### config.mk
export PLATFORM = sky130hd
export DESIGN_NAME = hblap_host_port
export DESIGN_NICKNAME = d
export VERILOG_FILES = /design/src/rtl/hblap_pkg.sv /design/src/rtl/hblap_fifo_if.sv /design/src/rtl/hblap_fifo.sv /design/src/rtl/hblap_host_port.sv
export SDC_FILE = /design/constraint.sdc
export NUM_CORES = 1
export LEC_CHECK = 0
export BUFFER_PORTS_ARGS = -buffer_cell sky130_fd_sc_hd__buf_2
export CAP_MARGIN = 25
export CORE_MARGIN = 3
export CORE_UTILIZATION = 50
export CTS_CLUSTER_DIAMETER = 80
export DETAILED_ROUTE_END_ITERATION = 7
export PLACE_DENSITY = 0.79
export SETUP_SLACK_MARGIN = 0.2
export SLEW_MARGIN = 20
export SYNTH_ARGS = -nofsm -noshare
export SYNTH_HDL_FRONTEND = slang
export SYNTH_SLANG_ARGS = --single-unit
### constraint.sdc
create_clock -name MCLK -period 4.1 [get_ports MCLK]
set_input_delay 0.615 -clock MCLK [delete_from_list [all_inputs] [get_ports MCLK]]
set_output_delay 0.615 -clock MCLK [all_outputs]
set_load 0.05 [all_outputs]
### src/rtl/hblap_pkg.sv
package hblap_pkg;
    localparam int DATA_W = 32;
    localparam int FIFO_DEPTH = 8;
    localparam int IREG_W = 16;
    localparam int LANES = 4;
    localparam logic [1:0] ADR_DATA = 2'h0;
    localparam logic [1:0] ADR_IADDR = 2'h1;
    localparam logic [1:0] ADR_IDATA = 2'h2;
    localparam int TOP_LANE = 3;
    localparam int HALF_LANE = 1;
    localparam logic [31:0] WORD_RST = 32'h0000_0000;
    localparam logic [15:0] IREG_RST = 16'h0000;
    localparam logic [15:0] IREG_STEP = 16'h0001;
endpackage

### src/rtl/hblap_fifo_if.sv
`timescale 1ns/1ps
interface hblap_fifo_if #(parameter int W = hblap_pkg::DATA_W);
    logic wr_valid;
    logic wr_ready;
    logic [W-1:0] wr_data;
    logic rd_valid;
    logic rd_ready;
    logic [W-1:0] rd_data;
    modport store (input wr_valid, input wr_data, output wr_ready, output rd_valid, input rd_ready, output rd_data);
    modport user (output wr_valid, output wr_data, input wr_ready, input rd_valid, output rd_ready, input rd_data);
endinterface

### src/rtl/hblap_fifo.sv
`timescale 1ns/1ps
module hblap_fifo #(
    parameter int W = hblap_pkg::DATA_W,
    parameter int D = hblap_pkg::FIFO_DEPTH
) (
    input wire logic clk,
    input wire logic rst_n,
    hblap_fifo_if.store f
);
    localparam int PW = $clog2(D);
    localparam int CW = $clog2(D + 1);

    logic [W-1:0] mem_reg [D];
    logic [W-1:0] mem_next [D];
    logic [PW-1:0] wp_reg, wp_next, rp_reg, rp_next;
    logic [CW-1:0] cnt_reg, cnt_next;
    logic [W-1:0] head_reg, head_next;
    logic do_wr, do_rd;

    function automatic logic [PW-1:0] ptr_inc(input logic [PW-1:0] p);
        ptr_inc = (p == PW'(D - 1)) ? '0 : p + PW'(1);
    endfunction

    assign f.wr_ready = (cnt_reg != CW'(D));
    assign f.rd_valid = (cnt_reg != '0);
    assign f.rd_data = head_reg;

    always_comb begin
        do_wr = f.wr_valid && f.wr_ready;
        do_rd = f.rd_ready && f.rd_valid;
        mem_next = mem_reg;
        wp_next = wp_reg;
        rp_next = rp_reg;
        if (do_wr) begin
            mem_next[wp_reg] = f.wr_data;
            wp_next = ptr_inc(wp_reg);
        end
        if (do_rd) begin
            rp_next = ptr_inc(rp_reg);
        end
        cnt_next = cnt_reg + CW'(do_wr) - CW'(do_rd);
        head_next = mem_next[rp_next];
    end

    always_ff @(posedge clk or negedge rst_n) begin
        if (!rst_n) begin
            for (int i = 0; i < D; i++) begin
                mem_reg[i] <= '0;
            end
            wp_reg <= '0;
            rp_reg <= '0;
            cnt_reg <= '0;
            head_reg <= '0;
        end else begin
            mem_reg <= mem_next;
            wp_reg <= wp_next;
            rp_reg <= rp_next;
            cnt_reg <= cnt_next;
            head_reg <= head_next;
        end
    end
endmodule // hblap_fifo

### src/rtl/hblap_host_port.sv
`timescale 1ns/1ps
module hblap_host_port (
    input wire logic MCLK,
    input wire logic NRST,
    input wire logic CS_N,
    input wire logic RD_N,
    input wire logic WR_N,
    input wire logic [3:0] BE_N,
    input wire logic [1:0] ADR,
    input wire logic [31:0] DATA_I,
    output logic [31:0] DATA_O,
    output logic DATA_OE,
    output logic ACK_N,
    input wire logic ENCODE,
    output logic FIFO_FULL,
    output logic FIFO_EMPTY,
    input wire logic [31:0] CORE_TX_DATA,
    input wire logic CORE_TX_VALID,
    output logic CORE_TX_READY,
    output logic [31:0] CORE_RX_DATA,
    output logic CORE_RX_VALID,
    input wire logic CORE_RX_READY,
    output logic [15:0] IREG_ADDR,
    output logic [15:0] IREG_WDATA,
    output logic [1:0] IREG_WSTRB,
    output logic IREG_WE,
    input wire logic [15:0] IREG_RDATA
);
    hblap_fifo_if #(.W(hblap_pkg::DATA_W)) fifo_bus ();

    hblap_fifo #(.W(hblap_pkg::DATA_W), .D(hblap_pkg::FIFO_DEPTH)) u_fifo (
        .clk(MCLK),
        .rst_n(NRST),
        .f(fifo_bus)
    );

    logic sel, rd_act, wr_act, wr_rise, top_rel, half_rel, host_push, host_pop, hold;
    logic [3:0] byte_lane_selects, lane_rel;
    logic [3:0] lanes_reg, lanes_next;
    logic wr_reg, wr_next;
    logic [1:0] adr_reg, adr_next;
    logic [31:0] asm_reg, asm_next;
    logic [15:0] ireg_idx_reg, ireg_idx_next;
    logic [15:0] ireg_stage_reg, ireg_stage_next;
    logic [1:0] ireg_strb_reg, ireg_strb_next;
    logic [15:0] iaddr_reg, iaddr_next;
    logic [15:0] iwdata_reg, iwdata_next;
    logic [1:0] iwstrb_reg, iwstrb_next;
    logic iwe_reg, iwe_next;
    logic [31:0] dout_reg, dout_next;
    logic rd_reg, rd_next;
    logic vld_reg, vld_next;
    logic [31:0] idx_m, stage_m;
    logic [1:0] strb_m;

    // Byte-lane merge, lane 0 lowest
    function automatic logic [31:0] lane_merge(input logic [31:0] old, input logic [31:0] nw,
                                               input logic [3:0] en);
        lane_merge = old;
        for (int k = 0; k < hblap_pkg::LANES; k++) begin
            if (en[k]) begin
                lane_merge[8*k +: 8] = nw[8*k +: 8];
            end
        end
    endfunction

    // Host qualification
    assign sel = !CS_N;
    assign byte_lane_selects = sel ? ~BE_N : 4'h0;
    assign rd_act = sel && !RD_N;
    assign wr_act = sel && !WR_N;
    assign wr_rise = wr_reg && WR_N;
    assign lane_rel = lanes_reg & ~byte_lane_selects;
    assign top_rel = lane_rel[hblap_pkg::TOP_LANE] && (adr_reg == hblap_pkg::ADR_DATA);
    assign half_rel = lane_rel[hblap_pkg::HALF_LANE] && (adr_reg == hblap_pkg::ADR_IDATA);
    assign host_push = top_rel && !ENCODE;
    assign host_pop = top_rel && ENCODE;

    // FIFO steering by direction
    assign fifo_bus.wr_valid = ENCODE ? CORE_TX_VALID : host_push;
    assign fifo_bus.wr_data = ENCODE ? CORE_TX_DATA : asm_next;
    assign fifo_bus.rd_ready = ENCODE ? host_pop : CORE_RX_READY;
    assign CORE_TX_READY = ENCODE && fifo_bus.wr_ready;
    assign CORE_RX_VALID = !ENCODE && fifo_bus.rd_valid;
    assign CORE_RX_DATA = fifo_bus.rd_data;
    assign FIFO_FULL = !fifo_bus.wr_ready;
    assign FIFO_EMPTY = !fifo_bus.rd_valid;

    // Bus drive and acknowledge
    // Read data needs one registered cycle before acknowledge
    assign hold = (ADR == hblap_pkg::ADR_DATA) &&
                  (ENCODE ? (!RD_N && !(fifo_bus.rd_valid && vld_reg)) : (!WR_N && !fifo_bus.wr_ready));
    assign ACK_N = !(((rd_act && rd_reg) || wr_act) && !hold);
    assign DATA_OE = rd_act;
    assign DATA_O = dout_reg;
    assign IREG_ADDR = iaddr_reg;
    assign IREG_WDATA = iwdata_reg;
    assign IREG_WSTRB = iwstrb_reg;
    assign IREG_WE = iwe_reg;

    always_comb begin
        lanes_next = byte_lane_selects;
        wr_next = wr_act;
        rd_next = rd_act;
        vld_next = fifo_bus.rd_valid;
        idx_m = lane_merge({16'h0000, ireg_idx_reg}, DATA_I, lanes_reg);
        stage_m = lane_merge({16'h0000, ireg_stage_reg}, DATA_I, lanes_reg);
        adr_next = sel ? ADR : adr_reg;
        asm_next = asm_reg;
        ireg_idx_next = ireg_idx_reg;
        ireg_stage_next = ireg_stage_reg;
        ireg_strb_next = ireg_strb_reg;
        iwdata_next = iwdata_reg;
        iwstrb_next = iwstrb_reg;
        iwe_next = 1'b0;
        if (wr_rise) begin
            unique case (adr_reg)
                hblap_pkg::ADR_DATA: asm_next = lane_merge(asm_reg, DATA_I, lanes_reg);
                hblap_pkg::ADR_IADDR: ireg_idx_next = idx_m[15:0];
                hblap_pkg::ADR_IDATA: begin
                    ireg_stage_next = stage_m[15:0];
                    ireg_strb_next = ireg_strb_reg | lanes_reg[1:0];
                end
                default: ;
            endcase
        end
        // Strobes gathered so far, kept before the step clears them
        strb_m = ireg_strb_next;
        if (half_rel) begin
            ireg_idx_next = ireg_idx_reg + hblap_pkg::IREG_STEP;
            ireg_strb_next = 2'h0;
            if (strb_m != 2'h0) begin
                iwe_next = 1'b1;
                iwdata_next = ireg_stage_next;
                iwstrb_next = strb_m;
            end
        end
        iaddr_next = iwe_next ? ireg_idx_reg : ireg_idx_next;
        unique case (ADR)
            hblap_pkg::ADR_DATA: dout_next = ENCODE ? fifo_bus.rd_data : asm_reg;
            hblap_pkg::ADR_IADDR: dout_next = {16'h0000, ireg_idx_reg};
            hblap_pkg::ADR_IDATA: dout_next = {16'h0000, IREG_RDATA};
            default: dout_next = hblap_pkg::WORD_RST;
        endcase
    end

    always_ff @(posedge MCLK or negedge NRST) begin
        if (!NRST) begin
            lanes_reg <= 4'h0;
            wr_reg <= 1'b0;
            rd_reg <= 1'b0;
            vld_reg <= 1'b0;
            adr_reg <= hblap_pkg::ADR_DATA;
            asm_reg <= hblap_pkg::WORD_RST;
            ireg_idx_reg <= hblap_pkg::IREG_RST;
            ireg_stage_reg <= hblap_pkg::IREG_RST;
            ireg_strb_reg <= 2'h0;
            iaddr_reg <= hblap_pkg::IREG_RST;
            iwdata_reg <= hblap_pkg::IREG_RST;
            iwstrb_reg <= 2'h0;
            iwe_reg <= 1'b0;
            dout_reg <= hblap_pkg::WORD_RST;
        end else begin
            lanes_reg <= lanes_next;
            wr_reg <= wr_next;
            rd_reg <= rd_next;
            vld_reg <= vld_next;
            adr_reg <= adr_next;
            asm_reg <= asm_next;
            ireg_idx_reg <= ireg_idx_next;
            ireg_stage_reg <= ireg_stage_next;
            ireg_strb_reg <= ireg_strb_next;
            iaddr_reg <= iaddr_next;
            iwdata_reg <= iwdata_next;
            iwstrb_reg <= iwstrb_next;
            iwe_reg <= iwe_next;
            dout_reg <= dout_next;
        end
    end
endmodule // hblap_host_port

Word-level counts from Yosys, hierarchy flattened --
Index checks and enable logic that the tools add are counted.
Word-level totals: bits in registers 440, latch bits 0, memory bits (writable) 0, ROM bits 0, bits of input ports 94, logic and storage cells 118, memories 0
Cells by class: add/subtract/negate cells 5, multipliers 0, div/mod/pow operators 0, magnitude comparators 3, eq/ne operators 7, shift operators 0, multiplexer cells 38, bitwise gates (word level) 6, reductions and logical operators 33
Operators with widths (number):
- 256-bit bitwise mux | 1
- 256-bit two-way mux | 1
- 32-bit two-way mux | 7
- 32-bit binary-select mux with 3-bit select | 1
- 32-bit demux with 3-bit select | 1
- 16-bit two-way mux | 6
- 32-bit case mux with 3 select lines | 1
- 8-bit two-way mux | 8
- 1-bit logical AND | 18
- 16-bit by 1-bit adder with 16-bit output, second input constant | 1
- 1-bit logical NOT | 9
- 3-bit two-way mux | 3
- 4-bit >= comparator, second input constant | 2
- 3-bit NOT with 4-bit output | 2
- 4-bit NOT | 2
- 3-bit by 1-bit adder with 3-bit output, second input constant | 2
- 3-bit equality test, second input constant | 2
- 2-bit two-way mux | 3
- 1-bit two-way mux | 5
- 4-bit by 1-bit adder with 4-bit output | 1
- 4-bit AND | 1
- 2-bit by 1-bit equality test with 1-bit output, second input constant | 2
- 2-bit equality test, second input constant | 2
- 2-bit logical NOT | 2
- other kinds (9) | 9

Longest topological paths before layout --
depth in word-level cells 13, depth in mapped cells 13, depth with buffers taken out 11

By module --
Synthesis repeated with hierarchy kept, for this count alone.
Second synthesis, totals: cell total of the unflattened synthesis 2027, area total of the unflattened synthesis 22195.0 um2
Modules (own cells, without submodules):
- hblap_fifo | instances 1, cells an instance 1429, area an instance 15474.8 um2
- hblap_host_port | instances 1, cells an instance 598, area an instance 6720.2 um2

Least setup slack after synthesis --
OpenSTA, ideal clock, no wires.
path type in2out, start point input ENCODE, end point output ACK_N, arrival 3096 ps, required time 3485 ps, setup slack 389 ps, cell stages on the path 6, path buffers 4, path through clkbuf_1 buf_1 buf_1 clkbuf_1 a21oi_1 o21bai_1
On the way: longest elaborated chain between the ends 5
Ends and longest elaborated chain:
- start, declared | RTL line hblap_host_port.sv:14 | input wire logic ENCODE,
- 1-bit two-way mux | RTL line hblap_host_port.sv:92 | (ENCODE ? (!RD_N && !(fifo_bus.rd_valid && vld_reg)) : (!WR_N && !fifo_bus.wr_ready));
- 1-bit logical AND | RTL line hblap_host_port.sv:91 | assign hold = (ADR == hblap_pkg::ADR_DATA) &&
- 1-bit logical NOT | RTL line hblap_host_port.sv:93 | assign ACK_N = !(((rd_act && rd_reg) || wr_act) && !hold);
- 1-bit logical AND | RTL line hblap_host_port.sv:93
- 1-bit logical NOT | RTL line hblap_host_port.sv:93
- end, declared | RTL line hblap_host_port.sv:13 | output logic ACK_N,
Every way passes these cells.

==> flow_metrics.env <==
export IMPL_status="complete, no violations"
export IMPL_cts_resized=0
export IMPL_n_fill_cell=3138
export IMPL_setup_tns_ns=0
export IMPL_reg2reg_slack_ns=0.53
export IMPL_p_per_area_mw_per_mm2=768
export IMPL_p_leak_uw=0.0109
export IMPL_antenna_found_initial=1
export IMPL_h_tree_depth=2
export IMPL_min_period_over_period=0.870
export IMPL_tightestPinTransition_ns=0.966
export IMPL_gr_total_overflow=0
export IMPL_ir_worst_vdd_v=0.000495
export IMPL_critPathMaxFanout=36
export IMPL_first_pass_iters=6
export IMPL_start_util=0.508
export IMPL_cts_tree="done"
export IMPL_finalPower_uw=17400
export IMPL_syn_instance_count=1935
export IMPL_core_area_mm2=0.0387
export IMPL_start_kind="register"
export IMPL_dieHeight_um=204
export IMPL_finish_utilization=0.585
export IMPL_clock_latency_ns=0.55
export IMPL_dpl_hpwl_um=36700
export IMPL_ios=199
export IMPL_clkSinkCount=440
export IMPL_wl_um=56200
export IMPL_drtIter0Drc=1430
export IMPL_grt_pass1_wl_um=87000
export IMPL_nNetsFinal=2169
export IMPL_num_vias=15943
export IMPL_slew_headroom=0.356
export IMPL_synthFlopType="dfrtp_1"
export IMPL_largest_reg_flops=256
export IMPL_max_freq_mhz=280
export IMPL_die_w_um=204
export IMPL_ys_types=59
export IMPL_synth_edf_count=0
export IMPL_place_ws_ns=0.632
export IMPL_syn_nets=2041
export IMPL_clock_root_buffer="clkbuf_16"
export IMPL_yosysWarnings=0
export IMPL_max_cap_violations=0
export IMPL_grt_pass1_vias=15650
export IMPL_drc=0
export IMPL_io_buffers=198
export IMPL_synth_seq_cells=440
export IMPL_die_area_mm2=0.0418
export IMPL_hold_buffers=0
export IMPL_cts_made_buffers=43
export IMPL_setup_viol=0
export IMPL_cts_setup_buffers=0
export IMPL_ys_seq_area_frac=0.559
export IMPL_hold_viol_final=0
export IMPL_synth_top_area_share=0.559
export IMPL_ys_async_sr_fraction=1.00
export IMPL_syn_cell_area_mm2=0.0197
export IMPL_arrival_ns=4.02
export IMPL_rsz0062_at_grt="false"
export IMPL_groute_usage_overall=0.265
export IMPL_clockBufferDepth=3
export IMPL_post_drt_wl_per_cell_um=21.5
export IMPL_vias_per_cell=6.10
export IMPL_layout_min_cycle_time_ns=3.57
export IMPL_slew_viol_final=0
export IMPL_grt_max_degree=118
export IMPL_synth_top_area_cell="dfrtp_1"
export IMPL_hold_ws_ns=0.132
export IMPL_finClkSkew_ns=0.0103
export IMPL_drive_above_1_share=0.204
export IMPL_ant_nets=0
export IMPL_clk_pin_slew_ns=0.06
export IMPL_place_congestion=0.924
export IMPL_crit_required_ns=4.56
export IMPL_endpoint_kind="register"
export IMPL_std_cell_rows=72
export IMPL_syn_avg_cell_area_um2=10.2
export IMPL_worst_slack_ns=0.535
export IMPL_area_growth_synth_to_final_pct=15.1
export IMPL_holdCritPathClass="input pin to asynchronous set/reset pin"
export IMPL_crit_type="register to register"
export IMPL_yosys_top_cells_area="dfrtp_1 56%, o21ai_0 7.7%, nand2_1 6.2%"
-- cell families after synthesis --
| logic type | synth area share |
|---|---|
| buf+inv | 0.0423 |
| simple gates | 0.113 |
| compound gates | 0.185 |
| xor+xnor | 0.000890 |
| flops | 0.559 |
| fa+ha+maj | 0.00801 |
| mux | 0.0910 |
-- area by class of cell --
type,instances,area [µm²],area share
inverter,47,179,0.00790
clock inverter,15,214,0.00944
tap,518,648,0.0286
multi-input combinational,1289,7880,0.348
antenna,1,2.50,0.000110
sequential,440,11000,0.486
clock buffer,62,1270,0.0559
timing repair buffer,242,1460,0.0643
-- worst paths after layout --
| path | cells after the start | from | end |
|---|---|---|---|
| setup / recovery | 7 | adr_reg[0] | u_fifo.f.rd_data[7] |
| hold / removal | 1 | NRST | DATA_O[29] |
| setup reg to reg | 7 | adr_reg[0] | u_fifo.f.rd_data[7] |
| hold reg to reg | 2 | u_fifo.mem_reg[209] | u_fifo.mem_reg[209] |
| max in group asynchronous | 2 | NRST | IREG_WDATA[4] |
| min in group MCLK | 2 | BE_N[0] | lanes_reg[0] |
-- power breakdown --
group | switching (µW) | total [µW] | internal (µW)
logic | 4460 | 6670 | 2210
clock network | 1660 | 4130 | 2470
registers | 754 | 6610 | 5860
-- metrics by stage --
stage,area [µm²],std cells
4_1_cts,22700,2613
5_1_grt,22700,2614
2_1_floorplan,19700,1935
3_3_place_gp,21200,2536
3_5_place_dp,21200,2536
6_report,22700,2614
-- per-layer routing --
layer	wire, µm	global-route usage
met3	4620	0.0406
met4	2660	0.126
met2	25700	0.417
met1	23300	0.364
met5	0	0
-- cells in the mapped netlist (3+ instances only) --
| cell | instances |
|---|---|
| or2_1 | 20 |
| a31o_2 | 17 |
| nor2b_1 | 3 |
| a311oi_1 | 3 |
| o211ai_1 | 64 |
| buf_4 | 11 |
| o221ai_1 | 32 |
| nor2_1 | 104 |
| o211a_1 | 24 |
| nand2_1 | 325 |
| and3_1 | 6 |
| clkbuf_1 | 133 |
| mux2_2 | 64 |
| or2_2 | 6 |
| mux2i_1 | 107 |
| o22ai_1 | 3 |
| nand2b_1 | 4 |
| buf_1 | 7 |
| a32oi_1 | 31 |
| a31o_1 | 14 |
| nand3_1 | 43 |
| inv_2 | 3 |
| o221a_2 | 5 |
| buf_2 | 7 |
| ha_1 | 11 |
| a21oi_1 | 32 |
| dfrtp_1 | 440 |
| a31oi_1 | 25 |
| o21ai_0 | 304 |
| nand4_1 | 3 |
| inv_1 | 43 |
| nor3b_1 | 5 |
| nor3_1 | 6 |
-- cells in the final DEF, fill, tap and decap left out, drive strengths merged, types with 2 or more instances in the layout --
master and n:
nand4 3, inv 50, nor3 6, ha 11, a311oi 3, o221a 5, o211ai 64, mux2 64
a32oi 31, a31oi 25, nor2 104, nor2b 3, or2 26, bufinv 5, clkbuf 62, nand2 325
nand3 43, mux2i 107, o41ai 2, and3 6, dfrtp 440, or3b 3, a21oi 32, o211a 24
o22ai 3, a31o 31, o31ai 2, clkinv 6, nand2b 4, o21ai 305, buf 242, nor3b 5
a21o 2, o221ai 32
-- critical path, cell delays in order (launching register included) --
cell and delay [ns]:
dfrtp_1 0.45, or3b_1 0.66, o41ai_2 0.68, nand2_2 0.61
buf_4 0.43, o21ai_0 0.31, mux2i_1 0.13, o221ai_1 0.19
Power figures use the tool's default switching activity.
